## src/logic/ar_timer_pkg.sv

```systemverilog
package ar_timer_pkg;

	// ----------------------------------------------------------------
	// operating modes
	// ----------------------------------------------------------------
	localparam logic [1:0] MODE_AUTO_RELOAD = 2'h0;
	localparam logic [1:0] MODE_CAPTURE     = 2'h1;
	localparam logic [1:0] MODE_CAPTURE_RST = 2'h2;
	localparam logic [1:0] MODE_EXT_LOAD    = 2'h3;

	// ----------------------------------------------------------------
	// clock sources
	// ----------------------------------------------------------------
	localparam logic [1:0] CLK_INT      = 2'h0;
	localparam logic [1:0] CLK_INT_DIV3 = 2'h1;
	localparam logic [1:0] CLK_EXT_PIN  = 2'h2;

	// ----------------------------------------------------------------
	// flag bit positions, reset values and end values
	// ----------------------------------------------------------------
	localparam int FLAG_OVF_BIT = 0;
	localparam int FLAG_CPF_BIT = 1;
	localparam int FLAG_EF_BIT  = 2;
	localparam logic [7:0] COUNTER_RESET   = 8'h00;
	localparam logic [6:0] PRESCALE_RESET  = 7'h00;
	localparam logic [1:0] DIV3_RESET      = 2'h0;
	localparam logic [1:0] DIV3_LAST       = 2'h2;
	localparam logic [7:0] RELOAD_RESET    = 8'h00;
	localparam logic [7:0] COUNTER_MAX     = 8'hff;
	localparam logic [2:0] FLAG_RESET      = 3'h0;

endpackage

```

## src/logic/ar_timer.sv

```systemverilog
// Overview of operation
// - eight-bit up counter advances on each prescaler output tick
// - two-bit source field picks internal, internal divided by three, or input pin
// - seven-bit prescaler, tap select gives division by one up to 128
// - count enable low freezes prescaler and counter, high lets them count
// - reset clears the counter to zero
// - load register write copies into counter at once; reads return live count
// - every counter load also clears the prescaler
// - auto-reload mode reloads counter on overflow and drives output high
// - compare match drives output low, sets compare flag, may interrupt
// - overflow sets overflow flag, requests interrupt when enabled
// - capture modes copy counter into reload register on active edge, set flag
// - capture and load modes run free with overflow high, compare low
// - capture with reset also clears counter and prescaler
// - external load mode copies reload register into counter on active edge
// - writing 06h to flags clears only overflow, keeps edge flag
// - request arising during service is held and presented after exit
// - mode field: 00 reload, 01 capture, 10 capture reset, 11 edge load
// - source field: 00 internal, 01 divided by three, 10 pin, 11 reserved
// - edge enable off disables detection; polarity zero rising, one falling
// - writing zero clears a flag bit, writing one leaves it alone
module ar_timer #(
	parameter int COUNT_W    = 8,
	parameter int PRESCALE_W = 7
) (
	input  wire logic                clock,
	input  wire logic                arst_n,
	input  wire logic                timer_input_pin,
	output logic                     timer_output_pin,
	input  wire logic [1:0]          mode_sel,
	input  wire logic                count_enable,
	input  wire logic                pwm_output_enable,
	input  wire logic                overflow_irq_enable,
	input  wire logic                compare_irq_enable,
	input  wire logic                external_irq_enable,
	input  wire logic                counter_load_bit,
	input  wire logic [1:0]          clock_source_sel,
	input  wire logic                edge_detect_enable,
	input  wire logic                edge_polarity_sel,
	input  wire logic [2:0]          prescale_tap_field,
	input  wire logic                reload_wr,
	input  wire logic [COUNT_W-1:0]  reload_wdata,
	output logic [COUNT_W-1:0]       reload_capture_reg,
	input  wire logic                compare_wr,
	input  wire logic [COUNT_W-1:0]  compare_wdata,
	output logic [COUNT_W-1:0]       compare_value_reg,
	input  wire logic                load_wr,
	input  wire logic [COUNT_W-1:0]  load_wdata,
	output logic [COUNT_W-1:0]       on_the_fly_load_reg,
	input  wire logic                flag_wr,
	input  wire logic [2:0]          flag_wdata,
	output logic [2:0]               flag_status_reg,
	input  wire logic                irq_service_active,
	output logic                     irq_request
);
	// counter and prescaler logic is written for these widths only
	if (COUNT_W != 8 || PRESCALE_W != 7) begin
		$error("ar_timer supports only an 8-bit counter and 7-bit prescaler");
	end

	// ----------------------------------------------------------------
	// reset release
	// ----------------------------------------------------------------
	logic rst_meta_r;
	logic rst_n_r;

	// two-flop release of the asynchronous reset
	always_ff @(posedge clock or negedge arst_n) begin
		if (!arst_n) begin
			rst_meta_r <= 1'b0;
			rst_n_r    <= 1'b0;
		end else begin
			rst_meta_r <= 1'b1;
			rst_n_r    <= rst_meta_r;
		end
	end

	// ----------------------------------------------------------------
	// pin edge detection
	// ----------------------------------------------------------------
	logic pin_rise;
	logic pin_fall;

	edge_sync u_edge_sync (
		.clock    (clock),
		.rst_n    (rst_n_r),
		.async_in (timer_input_pin),
		.rise     (pin_rise),
		.fall     (pin_fall)
	);

	logic active_edge;
	// polarity picks the edge, enable gates it
	assign active_edge = edge_detect_enable
		& (edge_polarity_sel ? pin_fall : pin_rise);

	// ----------------------------------------------------------------
	// counter state
	// ----------------------------------------------------------------
	logic [1:0]            div3_r;
	logic [1:0]            div3_nxt;
	logic [PRESCALE_W-1:0] presc_r;
	logic [PRESCALE_W-1:0] presc_nxt;
	logic [COUNT_W-1:0]    cnt_r;
	logic [COUNT_W-1:0]    cnt_nxt;
	logic [COUNT_W-1:0]    reload_r;
	logic [COUNT_W-1:0]    reload_nxt;
	logic [COUNT_W-1:0]    cmp_r;
	logic [COUNT_W-1:0]    cmp_nxt;
	logic                  out_r;
	logic                  out_nxt;
	logic [2:0]            flag_r;
	logic [2:0]            flag_nxt;
	logic [2:0]            pend_r;
	logic [2:0]            pend_nxt;
	logic                  irq_r;
	logic                  irq_nxt;
	logic                  src_tick;
	logic                  tick;
	logic                  ovf_ev;
	logic                  cmp_ev;
	logic                  cap_ev;
	logic [2:0]            set_ev;
	logic [2:0]            raw_req;
	logic                  load_ev;
	logic [2:0]            irq_en;

	// tap n divides the source by two to the n
	function automatic logic tap_hit(input logic [PRESCALE_W-1:0] p, input logic [2:0] n);
		logic [PRESCALE_W-1:0] mask;
		mask = PRESCALE_W'((8'h01 << n) - 8'h01);
		return (p & mask) == mask;
	endfunction

	// source tick and prescaler output tick
	always_comb begin
		unique case (clock_source_sel)
			ar_timer_pkg::CLK_INT:      src_tick = 1'b1;
			ar_timer_pkg::CLK_INT_DIV3: src_tick = (div3_r == ar_timer_pkg::DIV3_LAST);
			ar_timer_pkg::CLK_EXT_PIN:  src_tick = pin_rise;
			default:                    src_tick = 1'b0;
		endcase
		tick = count_enable & src_tick & tap_hit(presc_r, prescale_tap_field);
	end

	// counting, loading, capture and output
	always_comb begin
		div3_nxt   = div3_r;
		presc_nxt  = presc_r;
		cnt_nxt    = cnt_r;
		reload_nxt = reload_r;
		cmp_nxt    = cmp_r;
		out_nxt    = out_r;
		ovf_ev     = 1'b0;
		cmp_ev     = 1'b0;
		cap_ev     = 1'b0;
		if (compare_wr) begin
			cmp_nxt = compare_wdata;
		end
		if (reload_wr) begin
			reload_nxt = reload_wdata;
		end
		// frozen while disabled
		if (count_enable) begin
			div3_nxt = (div3_r == ar_timer_pkg::DIV3_LAST) ?
				ar_timer_pkg::DIV3_RESET : div3_r + 2'h1;
			if (src_tick) begin
				presc_nxt = presc_r + 7'h01;
			end
		end
		if (tick) begin
			if (cnt_r == ar_timer_pkg::COUNTER_MAX) begin
				ovf_ev  = 1'b1;
				out_nxt = 1'b1;
				if (mode_sel == ar_timer_pkg::MODE_AUTO_RELOAD) begin
					cnt_nxt   = reload_r;
					presc_nxt = ar_timer_pkg::PRESCALE_RESET;
				end else begin
					cnt_nxt = ar_timer_pkg::COUNTER_RESET;
				end
			end else begin
				cnt_nxt = cnt_r + 8'h01;
			end
		end
		// compare match on the count value being stepped to (cnt_nxt), not the current cnt_r
		if (tick && cnt_nxt == cmp_r) begin
			cmp_ev  = 1'b1;
			out_nxt = 1'b0;
		end
		if (active_edge) begin
			unique case (mode_sel)
				ar_timer_pkg::MODE_CAPTURE: begin
					cap_ev     = 1'b1;
					reload_nxt = cnt_r;
				end
				ar_timer_pkg::MODE_CAPTURE_RST: begin
					cap_ev     = 1'b1;
					reload_nxt = cnt_r;
					cnt_nxt    = ar_timer_pkg::COUNTER_RESET;
					presc_nxt  = ar_timer_pkg::PRESCALE_RESET;
				end
				ar_timer_pkg::MODE_EXT_LOAD: begin
					cnt_nxt   = reload_r;
					presc_nxt = ar_timer_pkg::PRESCALE_RESET;
				end
				ar_timer_pkg::MODE_AUTO_RELOAD: begin
				end
			endcase
		end
		// software loads win over counting
		if (counter_load_bit) begin
			cnt_nxt   = reload_r;
			presc_nxt = ar_timer_pkg::PRESCALE_RESET;
		end
		if (load_wr) begin
			cnt_nxt   = load_wdata;
			presc_nxt = ar_timer_pkg::PRESCALE_RESET;
		end
	end

	// ----------------------------------------------------------------
	// flags and interrupt request
	// ----------------------------------------------------------------
	// external-load edges raise the edge flag as captures do
	assign load_ev = active_edge & (mode_sel == ar_timer_pkg::MODE_EXT_LOAD);

	// flag events and enables placed at their bit positions
	always_comb begin
		set_ev = ar_timer_pkg::FLAG_RESET;
		irq_en = ar_timer_pkg::FLAG_RESET;
		set_ev[ar_timer_pkg::FLAG_OVF_BIT] = ovf_ev;
		set_ev[ar_timer_pkg::FLAG_CPF_BIT] = cmp_ev;
		set_ev[ar_timer_pkg::FLAG_EF_BIT]  = cap_ev | load_ev;
		irq_en[ar_timer_pkg::FLAG_OVF_BIT] = overflow_irq_enable;
		irq_en[ar_timer_pkg::FLAG_CPF_BIT] = compare_irq_enable;
		irq_en[ar_timer_pkg::FLAG_EF_BIT]  = external_irq_enable;
	end

	// write zero clears, write one keeps, set beats clear
	always_comb begin
		flag_nxt = flag_r;
		if (flag_wr) begin
			flag_nxt = flag_r & flag_wdata;
		end
		flag_nxt = flag_nxt | set_ev;
		raw_req  = flag_nxt & irq_en;
		// new requests during service are held until it ends
		pend_nxt = pend_r | (set_ev & raw_req);
		if (irq_service_active) begin
			irq_nxt = irq_r;
		end else begin
			irq_nxt  = (|raw_req) | (|pend_r);
			pend_nxt = set_ev & raw_req;
		end
	end

	// ----------------------------------------------------------------
	// state registers
	// ----------------------------------------------------------------
	always_ff @(posedge clock or negedge rst_n_r) begin
		if (!rst_n_r) begin
			div3_r   <= ar_timer_pkg::DIV3_RESET;
			presc_r  <= ar_timer_pkg::PRESCALE_RESET;
			cnt_r    <= ar_timer_pkg::COUNTER_RESET;
			reload_r <= ar_timer_pkg::RELOAD_RESET;
			cmp_r    <= ar_timer_pkg::RELOAD_RESET;
			out_r    <= 1'b0;
			flag_r   <= ar_timer_pkg::FLAG_RESET;
			pend_r   <= ar_timer_pkg::FLAG_RESET;
			irq_r    <= 1'b0;
		end else begin
			div3_r   <= div3_nxt;
			presc_r  <= presc_nxt;
			cnt_r    <= cnt_nxt;
			reload_r <= reload_nxt;
			cmp_r    <= cmp_nxt;
			out_r    <= out_nxt;
			flag_r   <= flag_nxt;
			pend_r   <= pend_nxt;
			irq_r    <= irq_nxt;
		end
	end

	// registered pin output gated by pwm enable
	logic pin_r;
	always_ff @(posedge clock or negedge rst_n_r) begin
		if (!rst_n_r) begin
			pin_r <= 1'b0;
		end else begin
			pin_r <= out_nxt & pwm_output_enable;
		end
	end

	assign timer_output_pin    = pin_r;
	assign reload_capture_reg  = reload_r;
	assign compare_value_reg   = cmp_r;
	assign on_the_fly_load_reg = cnt_r;
	assign flag_status_reg     = flag_r;
	assign irq_request         = irq_r;
endmodule

```

## src/logic/edge_sync.sv

```systemverilog
// ----------------------------------------------------------------
// two-flop synchroniser with rising and falling edge pulses
// ----------------------------------------------------------------
module edge_sync (
	input  wire logic clock,
	input  wire logic rst_n,
	input  wire logic async_in,
	output logic      rise,
	output logic      fall
);
	logic meta_r;
	logic sync_r;
	logic last_r;

	// meta_r is read only by sync_r
	always_ff @(posedge clock or negedge rst_n) begin
		if (!rst_n) begin
			meta_r <= 1'b0;
			sync_r <= 1'b0;
			last_r <= 1'b0;
		end else begin
			meta_r <= async_in;
			sync_r <= meta_r;
			last_r <= sync_r;
		end
	end

	// one pulse per settled transition
	assign rise = sync_r & ~last_r;
	assign fall = ~sync_r & last_r;
endmodule

```

## config.mk

```make
export PLATFORM = sky130hd
export DESIGN_NAME = ar_timer
export DESIGN_NICKNAME = d
export VERILOG_FILES = /design/src/logic/ar_timer_pkg.sv /design/src/logic/ar_timer.sv /design/src/logic/edge_sync.sv
export SDC_FILE = /design/constraint.sdc
export NUM_CORES = 1
export LEC_CHECK = 0
export ABC_CLOCK_PERIOD_IN_PS = 3500
export BUFFER_PORTS_ARGS = -buffer_cell sky130_fd_sc_hd__buf_2
export CAP_MARGIN = 20
export CORE_ASPECT_RATIO = 1.4
export CORE_MARGIN = 10
export CORE_UTILIZATION = 45
export CTS_CLUSTER_DIAMETER = 200
export CTS_CLUSTER_SIZE = 30
export DETAILED_ROUTE_END_ITERATION = 7
export PLACE_DENSITY = 0.72
export SETUP_SLACK_MARGIN = 0.15
export SLEW_MARGIN = 25
export SYNTH_ARGS = -nofsm -noshare
export SYNTH_HDL_FRONTEND = slang
export SYNTH_HIERARCHICAL = 1
export SYNTH_SLANG_ARGS = --single-unit
```

## constraint.sdc

```tcl
create_clock -name clock -period 3.5 [get_ports clock]
set_clock_uncertainty 0.05 [all_clocks]
set_input_delay 0.175 -clock clock [delete_from_list [all_inputs] [get_ports clock]]
set_output_delay 0.175 -clock clock [all_outputs]
set_load 0.05 [all_outputs]
```

# --- Word-level counts from Yosys, hierarchy flattened ---
# Index checks and enable logic that the tools add are counted.
op_classes:
  n_mux: 32
  multipliers: 0
  n_div: 0
  bitwise_logic: 17
  magnitude_cmp: 0
  n_eq_ne: 9
  reduce_logical: 7
  addsub: 4
  shift: 1
op_table:
  columns: ["operator", "count"]
  rows:
  - ["2-to-1 mux 8 bit", 9]
  - ["2-to-1 mux 7 bit", 9]
  - ["one-hot mux 8 bit (2 select lines)", 1]
  - ["bitwise AND 3 bit", 3]
  - ["2-to-1 mux 1 bit", 9]
  - ["adder 8 x 1 -> 8 bit (second input constant)", 1]
  - ["equality test 2 bit (second input constant)", 4]
  - ["equality test 8 bit", 1]
  - ["equality test 8 bit (second input constant)", 1]
  - ["adder 7 x 1 -> 7 bit (second input constant)", 1]
  - ["bitwise AND 1 bit", 7]
  - ["bitwise AND 7 bit", 1]
  - ["equality test 7 bit", 1]
  - ["<< shifter 1 x 3 -> 7 bit (first input constant)", 1]
  - ["subtractor 7 x 1 -> 7 bit (second input constant)", 1]
  - ["2-to-1 mux 3 bit", 2]
  - ["bitwise OR 3 bit", 2]
  - ["OR reduction 3 bit", 2]
  - ["equality test 2 x 1 -> 1 bit (second input constant)", 2]
  - ["logical NOT 2 bit", 2]
  - ["OR reduction 2 bit", 2]
  - ["one-hot mux 1 bit (3 select lines)", 1]
  - ["adder 2 x 1 -> 2 bit (second input constant)", 1]
  - ["2-to-1 mux 2 bit", 1]
  - ["3 further kinds", 5]
word_totals:
  mem_bits_rw: 0
  rom_bits: 0
  output_inout_bits: 29
  latch_bits: 0
  word_cells: 85
  reg_bits: 47
  mem_count: 0
  in_bits: 50

# --- Logic depth before layout (Yosys ltp) ---
logic_depth:
  depth_word: 14
  mapped_depth: 11
  mapped_depth_nobuf: 10

# --- By module ---
# The synthesis kept the hierarchy.
by_module_without_submodules:
  columns: ["module", "cells_per_inst", "seq_area_each_um2", "n_inst", "area_per_inst_um2"]
  rows:
  - ["ar_timer", 268, 1101.1, 1, 2566.2]
  - ["edge_sync", 5, 75.1, 1, 90.1]

# --- Worst setup path after synthesis ---
# No wires, ideal clock.
synth_timing:
  kind: "flip-flop to flip-flop"
  start: "reg cnt_r[0] (netlist: on_the_fly_load_reg[0])"
  end: "reg irq_r (netlist: irq_request)"
  arrival_time_ps: 2687
  slack_ps: 669
  stages_incl_launch_ff: 11
  required_time_ps: 3356
  period_less_slack_ps: 2831
  n_path_buf: 1
  setup_ps: 94
  path_cell_list: "dfrtp_1 -> ha_1 -> buf_4 -> nand3_1 -> or2_1 -> a21oi_2 -> xor2_1 -> nand4_1 -> nor4_2 -> o2111ai_2 -> a221oi_2"
synth_between:
  elab_chain_len: 10
  word_cells_on_any_way: 13
  classes_between: "add/sub (1); eq/ne (2); mux (5); bitwise (3); reduce/logical (2)"
synth_lines:
  columns: ["element", "line_no", "source"]
  rows:
  - ["from (decl)", "ar_timer.sv:104", "logic [COUNT_W-1:0] cnt_r;"]
  - ["from (signal assigned)", "ar_timer.sv:264", "cnt_r <= ar_timer_pkg::COUNTER_RESET;"]
  - ["from (signal assigned)", "ar_timer.sv:274", "cnt_r <= cnt_nxt;"]
  - ["adder 8 x 1 -> 8 bit / equality test 8 bit (equally long branches)", "ar_timer.sv:182, ar_timer.sv:172", null]
  - ["2-to-1 mux 8 bit", "ar_timer.sv:172", "if (cnt_r == ar_timer_pkg::COUNTER_MAX) begin"]
  - ["2-to-1 mux 8 bit", "ar_timer.sv:171", "if (tick) begin"]
  - ["equality test 8 bit", "ar_timer.sv:186", "if (tick && cnt_nxt == cmp_r) begin"]
  - ["logical AND 1 bit", "ar_timer.sv:186", null]
  - ["2-to-1 mux 1 bit", "ar_timer.sv:186", null]
  - ["bitwise OR 3 bit (*)", "ar_timer.sv:245", "flag_nxt = flag_nxt | set_ev;"]
  - ["bitwise AND 3 bit (*)", "ar_timer.sv:246", "raw_req = flag_nxt & irq_en;"]
  - ["OR reduction 3 bit (*)", "ar_timer.sv:252", "irq_nxt = (|raw_req) | (|pend_r);"]
  - ["bitwise OR 1 bit (*)", "ar_timer.sv:252", null]
  - ["to (signal assigned)", "ar_timer.sv:280", "irq_r <= irq_nxt;"]
  - ["to (decl)", "ar_timer.sv:116", "logic irq_r;"]
# Mark *: on every way between the ends. The rest lies on a longest branch, timed or not.
# A chain may end at the register's enable or synchronous reset.

# --- Final worst setup path ---
# Ends and elaborated chain as after synthesis.

==> impl_metrics.yaml <==
sta:
  finalHoldViolCount: 0
  slew_viol_final: 0
  setup_viol: 0
  setup_ws_ns: 0.789
  fin_setup_tns_ns: 0
  fin_crit_ns: 2.71
  tightest_slew_ns: 0.715
  clock.fmax_mhz: 369
  relSlewSlack: 0.522
  grt_setup_unrepaired: "no"
  period_share: 0.774
critical_path:
  r2r_cells: 9
  critPathKind: "flop to flop"
  cp.arrival_ns: 2.87
  cp_data_required_time_ns: 3.66
  start_kind: "flop"
  path_max_fanout: 9
  critPathCaptureType: "flop"
cts:
  root_buffer: "clkbuf_8"
  h-tree-depth: 2
  cts_resized: 0
  path_clk_slew_ns: 0.09
  clock_sinks: 47
  numCtsBuffers: 5
  clkLatencyLatePin_ns: 0.30
  cts_tree: "built"
  clockBufferDepth: 2
logic_synthesis:
  async_flop_share: 1.00
  synthCells: 273
  synth-main-ff-cell: "dfrtp_1"
  yosys_warnings: 6
  ys_seq_elements: 47
  syn_area_um2: 2660
  synth.yosys.seq_area_share: 0.443
  avgSynthCellArea_um2: 9.73
  synth_nets: 328
  synth_edf_count: 0
  synthDistinctLibCells: 54
grt:
  grt_pass1_vias: 2488
  grt.overflow.total: 0
  grt_max_degree: 46
  grtUsageTotal: 0.152
  antenna_found_initial: 0
  grt_pass1_wl_um: 12000
detailed_routing:
  wl_met1_um: 2820
  vias: 2336
  drc: 0
  post_drt_via_cell_ratio: 5.55
  highest_layer: "met4"
  drt-total-wl_um: 7090
  first_pass_iters: 4
  wl_met2_um: 3830
  routedWlPerCell_um: 16.8
  drt_first_iter_violations: 72
  drtAntennaViolNets: 0
  met3_length_um: 355
layout:
  finalNetCount: 405
  area_growth_pct: 22.3
  drive_gt1_frac: 0.311
  antenna_cells: 0
floorplanning:
  core_area_um2: 5780
  io_pins: 79
  initial_core_util: 0.460
  rows: 33
  die_h_um: 111
  die_x_um: 84.9
  dieArea_um2: 9420
placement:
  dp_hpwl_um: 5500
  numPortBuffers: 78
  gp_congestion: 0.879
  pre_cts_ws_ns: 0.806
worst_hold_path:
  hold_depth: 2
  hold_class: "input pin to flop"
power_and_ir_drop:
  power_density_nw_per_um2: 474
  max-vdd-ir-drop_mv: 0.326
  p_leak_nw: 1.51
flow_run:
  drv_cap: 0
outcome:
  status: "finished clean"
==> power by group <==
part           leakage (nW)  internal (W)  switching (W)  total (W)
Clock                0.0654      0.000285       0.000182   0.000468
Combinational         0.858      0.000136       0.000262   0.000398
Sequential            0.585      0.000595      0.0000800   0.000675
==> metrics by stage <==
stage,std cells,utilization,area [um^2],power (W),hold WS [ns]
6_report,421,0.562,3250,0.00154,0.0482
5_1_grt,421,0.562,3250,0.00162,0.0397
4_1_cts,421,0.562,3250,0.00155,0.0471
3_5_place_dp,411,0.535,3090,0.00109,-0.0880
3_3_place_gp,411,0.535,3090,0.00108,-0.0908
2_1_floorplan,273,-,2660,0.000965,-0.171
==> cell families after synthesis <==
logic type,after synthesis,synth area share
compound gates,67,0.176
buf+inv,20,0.0325
simple gates,96,0.186
mux,23,0.0914
other cells,1,0.00141
xor+xnor,14,0.0462
fa+ha+maj,5,0.0236
flops,47,0.443
==> synth_stat cells, types with 2 or more instances <==
cell type | n | area share
a21o_1 | 2 | 0.0057
a21oi_1 | 15 | 0.028
a22oi_1 | 9 | 0.025
a31oi_1 | 4 | 0.0094
a41o_1 | 2 | 0.0075
and2_1 | 2 | 0.0047
buf_1 | 2 | 0.0028
buf_2 | 6 | 0.011
clkbuf_1 | 3 | 0.0042
dfrtp_1 | 47 | 0.44
ha_1 | 5 | 0.024
inv_1 | 8 | 0.011
mux2_2 | 10 | 0.042
mux2i_1 | 13 | 0.049
nand2_1 | 23 | 0.033
nand2b_1 | 5 | 0.012
nand3_1 | 10 | 0.019
nand4_1 | 8 | 0.019
nor2_1 | 27 | 0.038
nor2b_1 | 5 | 0.012
nor3_1 | 3 | 0.0057
nor4_1 | 2 | 0.0047
o21ai_0 | 18 | 0.034
o22ai_1 | 2 | 0.0047
xnor2_1 | 8 | 0.026
xor2_1 | 6 | 0.020
==> placed cells by master, fill, tap and decap left out, types with 9 or more instances in the layout <==
master    n
nand2_1  23
a21oi_1  15
nand3_1  10
o21ai_0  18
mux2_2   10
nor2_1   27
dfrtp_1  46
mux2i_1  13
buf_2    78
a22oi_1   9
==> worst paths after layout <==
kind / from / to / slack (ns)
max: on_the_fly_load_reg[0] / irq_request / 0.79
min: pwm_output_enable / timer_output_pin / 0.05
max reg2reg: on_the_fly_load_reg[0] / irq_request / 0.79
min reg2reg: rst_n_r / u_edge_sync/meta_r / 0.29
max in group asynchronous: rst_n_r / compare_value_reg[0] / 2.71
min in group asynchronous: arst_n / rst_n_r / 0.13
==> critical path, stage by stage, from the launching register on <==
cell and delay, ns:
dfrtp_1 0.49, ha_1 0.21, nand3_1 0.13, nor2_1 0.38
nand3_1 0.17, mux2_2 0.26, o2111ai_1 0.12, nor4_2 0.32
o2111ai_2 0.23, a221oi_2 0.27
==> metal layers <==
layer	vias to the layer above	track usage
li1	1137	-
met1	1131	0.165
met2	63	0.277
met3	5	0.0331
met4	0	0.0518
met5	-	0
==> what timing repair did <==
action / in CTS / in global routing
hold buffers: 2 / 0
buffers inserted: 0 / 0
hold endpoints to repair: 3 / 0
==> layout make-up <==
cell class | instances | area (um^2)
Clock buffer | 6 | 72.6
Clock inverter | 2 | 60.1
Fill cell | 573 | 2530
Inverter | 8 | 30.0
Multi-Input combinational cell | 206 | 1390
Sequential cell | 47 | 1180
Tap cell | 70 | 87.6
Timing Repair Buffer | 82 | 425
Power figures use the tool's default switching activity.
